`src/ssm_pkg.sv`:
```
// Shared constants for the supply monitor sequencer.
`default_nettype none
package ssm_pkg;
  // Bus geometry
  localparam int ADDR_W = 8;
  localparam int DATA_W = 32;
  localparam int STRB_W = DATA_W / 8;
  // Register byte offsets
  localparam logic [ADDR_W-1:0] OFF_CTRL = 8'h00;
  localparam logic [ADDR_W-1:0] OFF_PTR = 8'h04;
  localparam logic [ADDR_W-1:0] OFF_RESULT = 8'h08;
  localparam logic [ADDR_W-1:0] OFF_THRESH = 8'h0C;
  localparam logic [ADDR_W-1:0] OFF_STATUS = 8'h10;
  localparam logic [ADDR_W-1:0] OFF_IRQ_STAT = 8'h14;
  localparam logic [ADDR_W-1:0] OFF_IRQ_CLR = 8'h18;
  localparam logic [ADDR_W-1:0] OFF_IRQ_EN = 8'h1C;
  // Control register fields
  localparam int CTRL_START_BIT = 0;
  localparam int CTRL_IREF_BIT = 1;
  localparam int CTRL_MEAS_LSB = 8;
  localparam int CTRL_REST_LSB = 16;
  localparam int CH_W = 5;
  // Status register fields
  localparam int STAT_BUSY_BIT = 0;
  localparam int STAT_STOP_BIT = 1;
  // Interrupt bits
  localparam int IRQ_WAKE = 0;
  localparam int IRQ_STOP = 1;
  localparam int IRQ_MISS = 2;
  localparam int IRQ_N = 3;
  // Values after reset
  localparam logic RST_IREF = 1'b1;
  localparam logic [CH_W-1:0] RST_MEAS_CH = 5'h00;
  localparam logic [CH_W-1:0] RST_REST_CH = 5'h00;
  localparam logic [IRQ_N-1:0] RST_IRQ_EN = 3'h0;
  // Data widths of result and threshold
  localparam int RES_W = 12;
  localparam int THR_W = 16;
  // Loop counter values
  localparam logic [1:0] LOOP_IREF = 2'h2;
  localparam logic [1:0] LOOP_EXT = 2'h1;
  localparam logic [1:0] LOOP_STEP = 2'h1;
  localparam logic [1:0] LOOP_DONE = 2'h0;
  // Settling wait of the no-wait software trigger
  localparam int CLK_NS = 8;
  localparam int STAB_NS = 1000;
  localparam int STAB_CYC = (STAB_NS + CLK_NS - 1) / CLK_NS;
  localparam int TMR_W = 16;
  // Bus responses
  localparam logic [1:0] RESP_OKAY = 2'h0;
  localparam logic [1:0] RESP_SLVERR = 2'h2;
endpackage : ssm_pkg
`default_nettype wire

```
`src/ssm_axil_slave.sv`:
```
// AXI4-Lite slave front end with simple register strobes.
`default_nettype none
module ssm_axil_slave (
  input wire logic core_clk_i, // System clock
  input wire logic sys_rst_i, // Asynchronous reset, active high
  input wire logic [ssm_pkg::ADDR_W-1:0] s_axi_awaddr_i, // Write address
  input wire logic s_axi_awvalid_i, // Write address valid
  output logic s_axi_awready_o, // Write address ready
  input wire logic [ssm_pkg::DATA_W-1:0] s_axi_wdata_i, // Write data
  input wire logic [ssm_pkg::STRB_W-1:0] s_axi_wstrb_i, // Byte strobes
  input wire logic s_axi_wvalid_i, // Write data valid
  output logic s_axi_wready_o, // Write data ready
  output logic [1:0] s_axi_bresp_o, // Write response
  output logic s_axi_bvalid_o, // Write response valid
  input wire logic s_axi_bready_i, // Write response ready
  input wire logic [ssm_pkg::ADDR_W-1:0] s_axi_araddr_i, // Read address
  input wire logic s_axi_arvalid_i, // Read address valid
  output logic s_axi_arready_o, // Read address ready
  output logic [ssm_pkg::DATA_W-1:0] s_axi_rdata_o, // Read data
  output logic [1:0] s_axi_rresp_o, // Read response
  output logic s_axi_rvalid_o, // Read data valid
  input wire logic s_axi_rready_i, // Read data ready
  output logic wr_en_o, // One-cycle register write strobe
  output logic [ssm_pkg::ADDR_W-1:0] wr_addr_o, // Write register address
  output logic [ssm_pkg::DATA_W-1:0] wr_data_o, // Write data
  output logic [ssm_pkg::DATA_W-1:0] wr_mask_o, // Bit mask from strobes
  input wire logic wr_err_i, // Write address unmapped
  output logic [ssm_pkg::ADDR_W-1:0] rd_addr_o, // Read register address
  input wire logic [ssm_pkg::DATA_W-1:0] rd_data_i, // Read data from decode
  input wire logic rd_err_i // Read address unmapped
);
  import ssm_pkg::*;
  logic [STRB_W-1:0] wstrb; // Captured strobes
  logic aw_hs; // Address taken
  logic w_hs; // Data taken
  logic b_hs; // Response taken
  logic ar_hs; // Read address taken
  logic r_hs; // Read data taken

  // Handshake decode
  assign aw_hs = s_axi_awvalid_i & s_axi_awready_o;
  assign w_hs = s_axi_wvalid_i & s_axi_wready_o;
  assign b_hs = s_axi_bvalid_o & s_axi_bready_i;
  assign ar_hs = s_axi_arvalid_i & s_axi_arready_o;
  assign r_hs = s_axi_rvalid_o & s_axi_rready_i;
  // Both halves held and no response pending
  assign wr_en_o = ~s_axi_awready_o & ~s_axi_wready_o & ~s_axi_bvalid_o;
  assign rd_addr_o = s_axi_araddr_i;

  // Expand byte strobes into a bit mask
  for (genvar b = 0; b < STRB_W; b++) begin : g_mask
    assign wr_mask_o[8*b +: 8] = {8{wstrb[b]}};
  end

  // Write address channel
  always_ff @(posedge core_clk_i or posedge sys_rst_i) begin
    if (sys_rst_i) begin
      s_axi_awready_o <= 1'b1;
      wr_addr_o <= '0;
    end else if (aw_hs) begin
      s_axi_awready_o <= 1'b0;
      wr_addr_o <= s_axi_awaddr_i;
    end else if (b_hs) begin
      s_axi_awready_o <= 1'b1;
    end
  end

  // Write data channel
  always_ff @(posedge core_clk_i or posedge sys_rst_i) begin
    if (sys_rst_i) begin
      s_axi_wready_o <= 1'b1;
      wr_data_o <= '0;
      wstrb <= '0;
    end else if (w_hs) begin
      s_axi_wready_o <= 1'b0;
      wr_data_o <= s_axi_wdata_i;
      wstrb <= s_axi_wstrb_i;
    end else if (b_hs) begin
      s_axi_wready_o <= 1'b1;
    end
  end

  // Write response follows the register strobe
  always_ff @(posedge core_clk_i or posedge sys_rst_i) begin
    if (sys_rst_i) begin
      s_axi_bvalid_o <= 1'b0;
      s_axi_bresp_o <= RESP_OKAY;
    end else if (wr_en_o) begin
      s_axi_bvalid_o <= 1'b1;
      s_axi_bresp_o <= wr_err_i ? RESP_SLVERR : RESP_OKAY;
    end else if (b_hs) begin
      s_axi_bvalid_o <= 1'b0;
    end
  end

  // Read channel answers one cycle after the address
  always_ff @(posedge core_clk_i or posedge sys_rst_i) begin
    if (sys_rst_i) begin
      s_axi_arready_o <= 1'b1;
      s_axi_rvalid_o <= 1'b0;
      s_axi_rdata_o <= '0;
      s_axi_rresp_o <= RESP_OKAY;
    end else if (ar_hs) begin
      s_axi_arready_o <= 1'b0;
      s_axi_rvalid_o <= 1'b1;
      s_axi_rdata_o <= rd_data_i;
      s_axi_rresp_o <= rd_err_i ? RESP_SLVERR : RESP_OKAY;
    end else if (r_hs) begin
      s_axi_arready_o <= 1'b1;
      s_axi_rvalid_o <= 1'b0;
    end
  end
endmodule : ssm_axil_slave
`default_nettype wire

```
`src/ssm_top.sv`:
```
// Supply monitor sequencer: fetch threshold, measure, compare, wake or sleep.
// Summary of operation
// - Fetch two-byte threshold at pointer each run
// - Select internal reference as converter input
// - No-wait software start with automatic settling wait
// - Convert and copy result into result variable
// - Decrement loop; repeat conversion while nonzero
// - Loop reloads to two every internal reference run
// - External channel needs single conversion pass
// - Stop converter before channel change, compare
// - Reference deselected, external channel before STOP
// - Result at or above threshold wakes CPU
// - Otherwise return to STOP mode
// - Interval timer interrupt triggers each run
// - Twelve-bit unsigned results, sixteen-bit thresholds
//
// Our own choices: the register addresses and the AXI4-Lite register port.
`default_nettype none
module ssm_top #(
  parameter int STAB_CYCLES = ssm_pkg::STAB_CYC
) (
  input wire logic core_clk_i, // System clock, 125 MHz
  input wire logic sys_rst_i, // Asynchronous reset, active high
  input wire logic [ssm_pkg::ADDR_W-1:0] s_axi_awaddr_i, // Write address
  input wire logic s_axi_awvalid_i, // Write address valid
  output logic s_axi_awready_o, // Write address ready
  input wire logic [ssm_pkg::DATA_W-1:0] s_axi_wdata_i, // Write data
  input wire logic [ssm_pkg::STRB_W-1:0] s_axi_wstrb_i, // Byte strobes
  input wire logic s_axi_wvalid_i, // Write data valid
  output logic s_axi_wready_o, // Write data ready
  output logic [1:0] s_axi_bresp_o, // Write response
  output logic s_axi_bvalid_o, // Write response valid
  input wire logic s_axi_bready_i, // Write response ready
  input wire logic [ssm_pkg::ADDR_W-1:0] s_axi_araddr_i, // Read address
  input wire logic s_axi_arvalid_i, // Read address valid
  output logic s_axi_arready_o, // Read address ready
  output logic [ssm_pkg::DATA_W-1:0] s_axi_rdata_o, // Read data
  output logic [1:0] s_axi_rresp_o, // Read response
  output logic s_axi_rvalid_o, // Read data valid
  input wire logic s_axi_rready_i, // Read data ready
  input wire logic interval_timer_irq_i, // Interval detection pulse
  output logic mem_rd_req_o, // Threshold memory read request
  output logic [ssm_pkg::THR_W-1:0] mem_rd_addr_o, // Threshold pointer
  input wire logic [ssm_pkg::THR_W-1:0] mem_rd_data_i, // Two-byte word read
  input wire logic mem_rd_ack_i, // Read data valid
  output logic adc_enable_o, // Converter operating
  output logic internal_ref_select_o, // Converter input is reference
  output logic [ssm_pkg::CH_W-1:0] adc_channel_o, // External channel number
  output logic adc_start_o, // Conversion start pulse
  input wire logic adc_done_i, // Conversion finished pulse
  input wire logic [ssm_pkg::RES_W-1:0] conversion_result_word_i, // Result
  output logic cpu_wake_o, // Wake CPU pulse
  output logic stop_mode_o, // Device held in STOP
  output logic irq_o // Level interrupt
);
  import ssm_pkg::*;

  typedef enum logic [3:0] {
    ST_IDLE, ST_FETCH, ST_SELECT, ST_START, ST_SETTLE,
    ST_CONVERT, ST_UPDATE, ST_END, ST_RESTORE, ST_COMPARE
  } ssm_state_t;

  // Refuse a settling count the timer cannot hold
  if (STAB_CYCLES < 1 || STAB_CYCLES >= (1 << TMR_W)) begin : g_bad_stab
    $error("ssm_top: STAB_CYCLES out of range");
  end

  ssm_state_t state; // Sequencer state
  ssm_state_t next_state; // Next sequencer state
  logic armed; // Start bit accepted, awaiting triggers
  logic ctrl_iref; // Measure internal reference
  logic [CH_W-1:0] meas_ch; // Channel when not reference
  logic [CH_W-1:0] rest_ch; // Channel restored before STOP
  logic [THR_W-1:0] ptr; // Threshold pointer
  logic [THR_W-1:0] threshold_variable; // Fetched threshold
  logic [RES_W-1:0] result; // Conversion result variable
  logic [1:0] loop_cnt; // Remaining conversions
  logic [IRQ_N-1:0] irq_stat; // Sticky events
  logic [IRQ_N-1:0] irq_en; // Interrupt enables
  logic next_adc_start; // Conversion start next cycle
  logic tmr_done; // Settling finished
  logic wr_en; // Register write strobe
  logic [ADDR_W-1:0] wr_addr; // Register write address
  logic [DATA_W-1:0] wr_data; // Register write data
  logic [DATA_W-1:0] wr_mask; // Register write mask
  logic [ADDR_W-1:0] rd_addr; // Register read address
  logic wr_err; // Write address unmapped
  logic rd_err; // Read address unmapped
  logic [DATA_W-1:0] rd_data; // Read data from decode

  // Register bus front end
  ssm_axil_slave u_bus (
    .core_clk_i(core_clk_i),
    .sys_rst_i(sys_rst_i),
    .s_axi_awaddr_i(s_axi_awaddr_i),
    .s_axi_awvalid_i(s_axi_awvalid_i),
    .s_axi_awready_o(s_axi_awready_o),
    .s_axi_wdata_i(s_axi_wdata_i),
    .s_axi_wstrb_i(s_axi_wstrb_i),
    .s_axi_wvalid_i(s_axi_wvalid_i),
    .s_axi_wready_o(s_axi_wready_o),
    .s_axi_bresp_o(s_axi_bresp_o),
    .s_axi_bvalid_o(s_axi_bvalid_o),
    .s_axi_bready_i(s_axi_bready_i),
    .s_axi_araddr_i(s_axi_araddr_i),
    .s_axi_arvalid_i(s_axi_arvalid_i),
    .s_axi_arready_o(s_axi_arready_o),
    .s_axi_rdata_o(s_axi_rdata_o),
    .s_axi_rresp_o(s_axi_rresp_o),
    .s_axi_rvalid_o(s_axi_rvalid_o),
    .s_axi_rready_i(s_axi_rready_i),
    .wr_en_o(wr_en),
    .wr_addr_o(wr_addr),
    .wr_data_o(wr_data),
    .wr_mask_o(wr_mask),
    .wr_err_i(wr_err),
    .rd_addr_o(rd_addr),
    .rd_data_i(rd_data),
    .rd_err_i(rd_err)
  );

  // Register decode
  wire [DATA_W-1:0] ctrl_rd = (DATA_W'(rest_ch) << CTRL_REST_LSB)
    | (DATA_W'(meas_ch) << CTRL_MEAS_LSB) | (DATA_W'(ctrl_iref) << CTRL_IREF_BIT)
    | (DATA_W'(armed) << CTRL_START_BIT);
  wire [DATA_W-1:0] stat_rd = (DATA_W'(state != ST_IDLE) << STAT_BUSY_BIT)
    | (DATA_W'(stop_mode_o) << STAT_STOP_BIT);
  wire [DATA_W-1:0] wbits = wr_data & wr_mask;
  wire [DATA_W-1:0] ctrl_new = (ctrl_rd & ~wr_mask) | wbits;
  wire [DATA_W-1:0] ptr_new = (DATA_W'(ptr) & ~wr_mask) | wbits;
  wire [DATA_W-1:0] en_new = (DATA_W'(irq_en) & ~wr_mask) | wbits;
  wire wr_ctrl = wr_en && (wr_addr == OFF_CTRL);
  wire wr_ptr = wr_en && (wr_addr == OFF_PTR);
  wire wr_clr = wr_en && (wr_addr == OFF_IRQ_CLR);
  wire wr_irq_en = wr_en && (wr_addr == OFF_IRQ_EN);
  wire [IRQ_N-1:0] irq_clr = wr_clr ? wbits[IRQ_N-1:0] : '0;
  wire arm_set = wr_ctrl && wbits[CTRL_START_BIT] && (state == ST_IDLE);
  wire wr_mapped = wr_addr[1:0] == 2'h0 && wr_addr <= OFF_IRQ_EN;
  assign wr_err = !wr_mapped;
  assign rd_err = !(rd_addr[1:0] == 2'h0 && rd_addr <= OFF_IRQ_EN);
  assign rd_data =
    (rd_addr == OFF_CTRL) ? ctrl_rd :
    (rd_addr == OFF_PTR) ? DATA_W'(ptr) :
    (rd_addr == OFF_RESULT) ? DATA_W'(result) :
    (rd_addr == OFF_THRESH) ? DATA_W'(threshold_variable) :
    (rd_addr == OFF_STATUS) ? stat_rd :
    (rd_addr == OFF_IRQ_STAT) ? DATA_W'(irq_stat) :
    (rd_addr == OFF_IRQ_EN) ? DATA_W'(irq_en) : '0;

  // Sequencer decode
  wire trig = interval_timer_irq_i && armed && (state == ST_IDLE);
  wire [1:0] loop_dec = loop_cnt - LOOP_STEP;
  wire [1:0] loop_init = ctrl_iref ? LOOP_IREF : LOOP_EXT;
  wire low_supply = THR_W'(result) >= threshold_variable;
  wire ev_wake = (state == ST_COMPARE) && low_supply;
  wire ev_stop = (state == ST_COMPARE) && !low_supply;
  wire ev_miss = interval_timer_irq_i && armed && (state != ST_IDLE);
  wire [IRQ_N-1:0] irq_ev = {ev_miss, ev_stop, ev_wake};

  // Settling wait after a no-wait software start
  ssm_wait_timer #(.CNT_W(TMR_W)) u_settle (
    .core_clk_i(core_clk_i),
    .sys_rst_i(sys_rst_i),
    .load_i(state == ST_START),
    .count_i(TMR_W'(STAB_CYCLES)),
    .done_o(tmr_done)
  );

  // Next state of the sequencer
  always_comb begin
    next_state = state;
    unique case (state)
      ST_IDLE: if (trig) next_state = ST_FETCH;
      ST_FETCH: if (mem_rd_ack_i) next_state = ST_SELECT;
      ST_SELECT: next_state = ST_START;
      ST_START: next_state = ST_SETTLE;
      ST_SETTLE: if (tmr_done) next_state = ST_CONVERT;
      ST_CONVERT: if (adc_done_i) next_state = ST_UPDATE;
      ST_UPDATE: next_state = (loop_dec != LOOP_DONE) ? ST_CONVERT : ST_END;
      ST_END: next_state = ST_RESTORE;
      ST_RESTORE: next_state = ST_COMPARE;
      ST_COMPARE: next_state = ST_IDLE;
    endcase
  end
  assign next_adc_start = (next_state == ST_CONVERT) && (state != ST_CONVERT);

  // State register
  always_ff @(posedge core_clk_i or posedge sys_rst_i) begin
    if (sys_rst_i) state <= ST_IDLE;
    else state <= next_state;
  end

  // Software control fields
  always_ff @(posedge core_clk_i or posedge sys_rst_i) begin
    if (sys_rst_i) begin
      ctrl_iref <= RST_IREF;
      meas_ch <= RST_MEAS_CH;
      rest_ch <= RST_REST_CH;
      ptr <= '0;
      irq_en <= RST_IRQ_EN;
    end else begin
      if (wr_ctrl) begin
        ctrl_iref <= ctrl_new[CTRL_IREF_BIT];
        meas_ch <= ctrl_new[CTRL_MEAS_LSB +: CH_W];
        rest_ch <= ctrl_new[CTRL_REST_LSB +: CH_W];
      end
      if (wr_ptr) ptr <= ptr_new[THR_W-1:0];
      if (wr_irq_en) irq_en <= en_new[IRQ_N-1:0];
    end
  end

  // Arming by the start bit, disarm on wake; STOP flag
  always_ff @(posedge core_clk_i or posedge sys_rst_i) begin
    if (sys_rst_i) begin
      armed <= 1'b0;
      stop_mode_o <= 1'b0;
      cpu_wake_o <= 1'b0;
    end else begin
      cpu_wake_o <= ev_wake;
      if (arm_set) begin
        armed <= 1'b1;
        stop_mode_o <= 1'b1;
      end else if (trig) begin
        stop_mode_o <= 1'b0;
      end else if (ev_wake) begin
        armed <= 1'b0;
      end else if (ev_stop) begin
        stop_mode_o <= 1'b1;
      end
    end
  end

  // Threshold fetch, loop counter and result capture
  always_ff @(posedge core_clk_i or posedge sys_rst_i) begin
    if (sys_rst_i) begin
      mem_rd_req_o <= 1'b0;
      mem_rd_addr_o <= '0;
      threshold_variable <= '0;
      result <= '0;
      loop_cnt <= LOOP_DONE;
    end else begin
      mem_rd_req_o <= (next_state == ST_FETCH);
      if (trig) mem_rd_addr_o <= ptr;
      if (trig) loop_cnt <= loop_init;
      else if (state == ST_UPDATE) loop_cnt <= loop_dec;
      if (state == ST_FETCH && mem_rd_ack_i) threshold_variable <= mem_rd_data_i;
      if (state == ST_CONVERT && adc_done_i) result <= conversion_result_word_i;
    end
  end

  // Converter control
  always_ff @(posedge core_clk_i or posedge sys_rst_i) begin
    if (sys_rst_i) begin
      adc_enable_o <= 1'b0;
      internal_ref_select_o <= 1'b0;
      adc_channel_o <= RST_REST_CH;
      adc_start_o <= 1'b0;
    end else begin
      adc_start_o <= next_adc_start;
      if (state == ST_START) adc_enable_o <= 1'b1;
      else if (state == ST_END) adc_enable_o <= 1'b0;
      if (state == ST_SELECT) begin
        internal_ref_select_o <= ctrl_iref;
        adc_channel_o <= meas_ch;
      end else if (state == ST_RESTORE) begin
        internal_ref_select_o <= 1'b0;
        adc_channel_o <= rest_ch;
      end
    end
  end

  // Sticky events, set wins over clear, and the interrupt level
  for (genvar i = 0; i < IRQ_N; i++) begin : g_irq
    always_ff @(posedge core_clk_i or posedge sys_rst_i) begin
      if (sys_rst_i) irq_stat[i] <= 1'b0;
      else irq_stat[i] <= irq_ev[i] | (irq_stat[i] & ~irq_clr[i]);
    end
  end
  always_ff @(posedge core_clk_i or posedge sys_rst_i) begin
    if (sys_rst_i) irq_o <= 1'b0;
    else irq_o <= |(irq_en & (irq_ev | (irq_stat & ~irq_clr)));
  end

  // Helper counter for settling length
  logic [TMR_W-1:0] settle_cnt;
  always_ff @(posedge core_clk_i or posedge sys_rst_i) begin
    if (sys_rst_i) settle_cnt <= '0;
    else if (state == ST_SETTLE) settle_cnt <= settle_cnt + TMR_W'(1);
    else settle_cnt <= '0;
  end
endmodule : ssm_top
`default_nettype wire

```
`src/ssm_wait_timer.sv`:
```
// Down-counting wait timer used for converter settling.
`default_nettype none
module ssm_wait_timer #(
  parameter int CNT_W = 16
) (
  input wire logic core_clk_i, // System clock
  input wire logic sys_rst_i, // Asynchronous reset, active high
  input wire logic load_i, // Load a new count
  input wire logic [CNT_W-1:0] count_i, // Cycles to wait
  output logic done_o // High in the last waited cycle
);
  logic [CNT_W-1:0] cnt; // Remaining cycles

  // Refuse widths the counter cannot serve
  if (CNT_W < 2) begin : g_bad_width
    $error("ssm_wait_timer: CNT_W too small");
  end

  // Last cycle of the wait
  assign done_o = (cnt == CNT_W'(1));

  // Count down to zero and hold
  always_ff @(posedge core_clk_i or posedge sys_rst_i) begin
    if (sys_rst_i) begin
      cnt <= '0;
    end else if (load_i) begin
      cnt <= count_i;
    end else if (cnt != '0) begin
      cnt <= cnt - CNT_W'(1);
    end
  end
endmodule : ssm_wait_timer
`default_nettype wire
```
`config.mk`:
```
export PLATFORM = sky130hd
export DESIGN_NAME = ssm_top
export DESIGN_NICKNAME = d
export VERILOG_FILES = /design/src/ssm_pkg.sv /design/src/ssm_axil_slave.sv /design/src/ssm_top.sv /design/src/ssm_wait_timer.sv
export SDC_FILE = /design/constraint.sdc
export NUM_CORES = 1
export LEC_CHECK = 0
export BUFFER_PORTS_ARGS = -buffer_cell sky130_fd_sc_hd__clkbuf_2
export CORE_ASPECT_RATIO = 0.8
export CORE_MARGIN = 4
export CORE_UTILIZATION = 30
export DETAILED_ROUTE_END_ITERATION = 10
export GPL_ROUTABILITY_DRIVEN = 0
export PLACE_DENSITY = 0.58
export REMOVE_ABC_BUFFERS = 1
export SLEW_MARGIN = 20
export SYNTH_ARGS = -nofsm -noshare
export SYNTH_HDL_FRONTEND = slang
export SYNTH_SLANG_ARGS = --single-unit
```
`constraint.sdc`:
```
create_clock -name core_clk_i -period 9.95 [get_ports core_clk_i]
set_clock_uncertainty 0.1 [all_clocks]
set_input_delay 1.4925 -clock core_clk_i [delete_from_list [all_inputs] [get_ports core_clk_i]]
set_output_delay 1.4925 -clock core_clk_i [all_outputs]
set_load 0.02 [all_outputs]
```
==> out/summary.txt <==
Outcome: completed
Clock group share of total power: 39.0%
Switch share: 26.61%
# diodes: 0
Clk buf depth: 2
Leakage: 4.624 nW
Chip height: 153.0 um
Largest delay contributor family on the critical path: simple AND/OR/NAND/NOR gates
DRC errors left: 0
Fill cells: 2516
Most frequent cells in the layout: 168 x dfrtp_1, 133 x clkbuf_2, 105 x mux2_2
CTS sink count: 172
ANT nets after route: 0
Clk Tree Root Cell: clkbuf_16
CTS tree: built
Worst slew margin: 30.20%
Synth Area per Inst: 12.10 um^2
Total Routed Length: 20420 um
Internal Power: 0.001363 W
Drt initial violations: 325
Fraction of synthesized area in multiplexers: 18.96%
CTS hold repair buffers: 0
Post-synth cell types: 58
Design area: 9522 um^2
Cell row count: 52
Worst Path Buf+Inv: 2
Area after DPL: 8885 um^2
Antenna violations before repair: 0
Fin. Hold Viols: 0
Synth Cell Area: 7888 um^2
Initial Utilization: 30.85%
Max cap viols: 0
Required @ worst endpoint: 10.21 ns
Later-pin clock latency in the skew report: 0.43 ns
Crit-path cells: clkbuf_2 -> or4_1 -> nor3_1 -> buf_4 -> nand2_1 -> nor2_1 -> a22o_1
RSZ-0062 raised after global routing: no
Slew Viols, Final: 0
Worst-Margin Slew: 1.044 ns
I/O Buffers: 133
Setup TNS: 0 ns
CP max stage delay: 0.59 ns
XOR/XNOR Fraction of Synth Area: 1.110%
H-tree levels: 4
Period utilisation layout: 31.05%
Nets: 889
Synth Area in Adders: 2.538%
Layout cells sized above 1: 37.19%
Crit path DAT: 3.35 ns
IO Count: 159
Area growth syn-to-layout: 20.72%
DR vias: 5469
Mapped Cells: 652
Compound-Gate Fraction of Synth Area: 7.963%
Overflow after GRT: 0
Core ar.: 25570 um^2
Ys Warns: 0
Setup CP Type: input port to register
Met3 wire len: 1167 um
Fmax: 323.7 MHz
Ys async rst share: 100.0%
Final hold slack: 0.3654 ns
Seq/Total Area, Yosys: 54.63%
Vias in the first global route: 5433
CTS resizes: 0
Post-synth EDFFs: 0
Placed wire-length estimate: 14880 um
Post-synthesis register bit count: 172
Largest family of logic cells by synthesized area: multiplexers
Ys flop type: dfrtp_1
PwrDens: 195.1 nW/um^2
Largest net degree at the start of global routing: 104
Gate power share: 13.1%
Worst path slowest cell: or4_1
Commonest non-fill, non-tap cell in the layout: dfrtp_1
Worst setup SP type: input port
Clock transition at the registers of the reported paths: 0.07 ns
Top sig layer: met4
Num CTS Buffers: 17
Worst hold path class: register to register
Routed len/inst: 17.80 um
VDD IR max: 0.1199 mV
First-pass GRT wire length: 31530 um
Register share of total power: 47.9%
Die area: 28970 um^2
WL met2: 8711 um
Die W: 189.3 um
Wl on met1: 10400 um
Router iterations before antenna repair: 4
NetSw: 0.0004942 W
Vias per std cell: 4.768
Max FO, Critical Path: 12
Period minus WS final: 3.089 ns
Crit end category: register
GR Util All Layers: 14.01%
Area share of and/or/nand/nor cells after synthesis: 11.01%
Fin cells: 1147
Dpl cells: 1115
Setup-failing EPs final: 0
Post-CTS setup buffer count: 0
==> power groups by stage <==
stage / combinational (W) / sequential [W] / clock [W]
floorplan: 0.000158 / 0.000892 / 0
finish: 0.000244 / 0.000890 / 0.000724
global route: 0.000267 / 0.000907 / 0.000773
CTS: 0.000248 / 0.000890 / 0.000743
detailed placement: 0.000248 / 0.000903 / 0
global placement: 0.000242 / 0.000899 / 0
==> metal layers <==
metal / up-vias / GRT usage, %
met5: - / 0
met4: 0 / 2.686
met3: 10 / 4.013
met2: 149 / 19.88
met1: 2717 / 21.40
li1: 2593 / -
==> worst paths after layout <==
| path | start | end | slack [ns] | cells after the start |
|---|---|---|---|---|
| max in group asynchronous | sys_rst_i | threshold_variable[13] | 7.17 | 3 |
| worst min-delay path | u_bus.s_axi_rdata_o[10] | u_bus.s_axi_rdata_o[10] | 0.37 | 2 |
| worst min register to register | u_bus.s_axi_rdata_o[10] | u_bus.s_axi_rdata_o[10] | 0.37 | 2 |
| min in group asynchronous | sys_rst_i | u_settle.cnt[3] | 1.14 | 2 |
| worst max-delay path | s_axi_araddr_i[1] | u_bus.s_axi_rdata_o[20] | 6.86 | 7 |
| worst max register to register | state[2] | mem_rd_addr_o[12] | 7.25 | 4 |
==> cells in the mapped netlist (8+ instances only) <==
| cell | number | area share, % |
|---|---|---|
| nand2_1 | 55 | 2.6 |
| mux2_1 | 10 | 1.4 |
| buf_4 | 13 | 1.2 |
| inv_1 | 26 | 1.2 |
| o31ai_1 | 8 | 0.76 |
| o21ai_0 | 27 | 1.7 |
| clkbuf_1 | 17 | 0.81 |
| nand3_1 | 16 | 1.0 |
| mux2i_1 | 11 | 1.4 |
| mux2_2 | 105 | 15 |
| a21oi_1 | 16 | 1.0 |
| dfrtp_1 | 168 | 53 |
| nor2_1 | 26 | 1.2 |
| nor4_1 | 8 | 0.63 |
| ha_1 | 16 | 2.5 |
==> layout make-up <==
| type | count | area [um^2] | area share (%) |
|---|---|---|---|
| Sequential cell | 172 | 4309 | 45.26 |
| Timing Repair Buffer | 138 | 703.2 | 7.385 |
| Clock buffer | 20 | 446.7 | 4.691 |
| Tap cell | 351 | 439.2 | 4.612 |
| Clock inverter | 12 | 185.2 | 1.945 |
| Inverter | 26 | 102.6 | 1.078 |
| Multi-Input combinational cell | 428 | 3336 | 35.03 |
==> kinds of logic after synthesis <==
group	after synthesis
DFF	172
and+or+nand+nor	163
muxes	130
AOI/OAI and AO/OA	96
buffers and inverters	64
adders and majority gates	16
xor gates and xnor gates	10
other	1
==> tightest hold or removal path, cell delays in order, from the launching register on <==
cell     delay, ns
dfrtp_1       0.34
nand2_1       0.05
nand2_1       0.05
==> stage by stage <==
| step | total power (W) | setup WS, ns | util (%) |
|---|---|---|---|
| detailed placement | 0.001151 | 6.402 | 34.75 |
| global placement | 0.001141 | 6.472 | 34.75 |
| CTS | 0.001881 | 6.848 | 37.22 |
| finish | 0.001858 | 6.861 | 37.24 |
| floorplan | 0.001051 | 3.704 | - |
| global route | 0.001947 | 6.777 | 37.24 |
No activity file was read; power rests on OpenSTA's default activity.
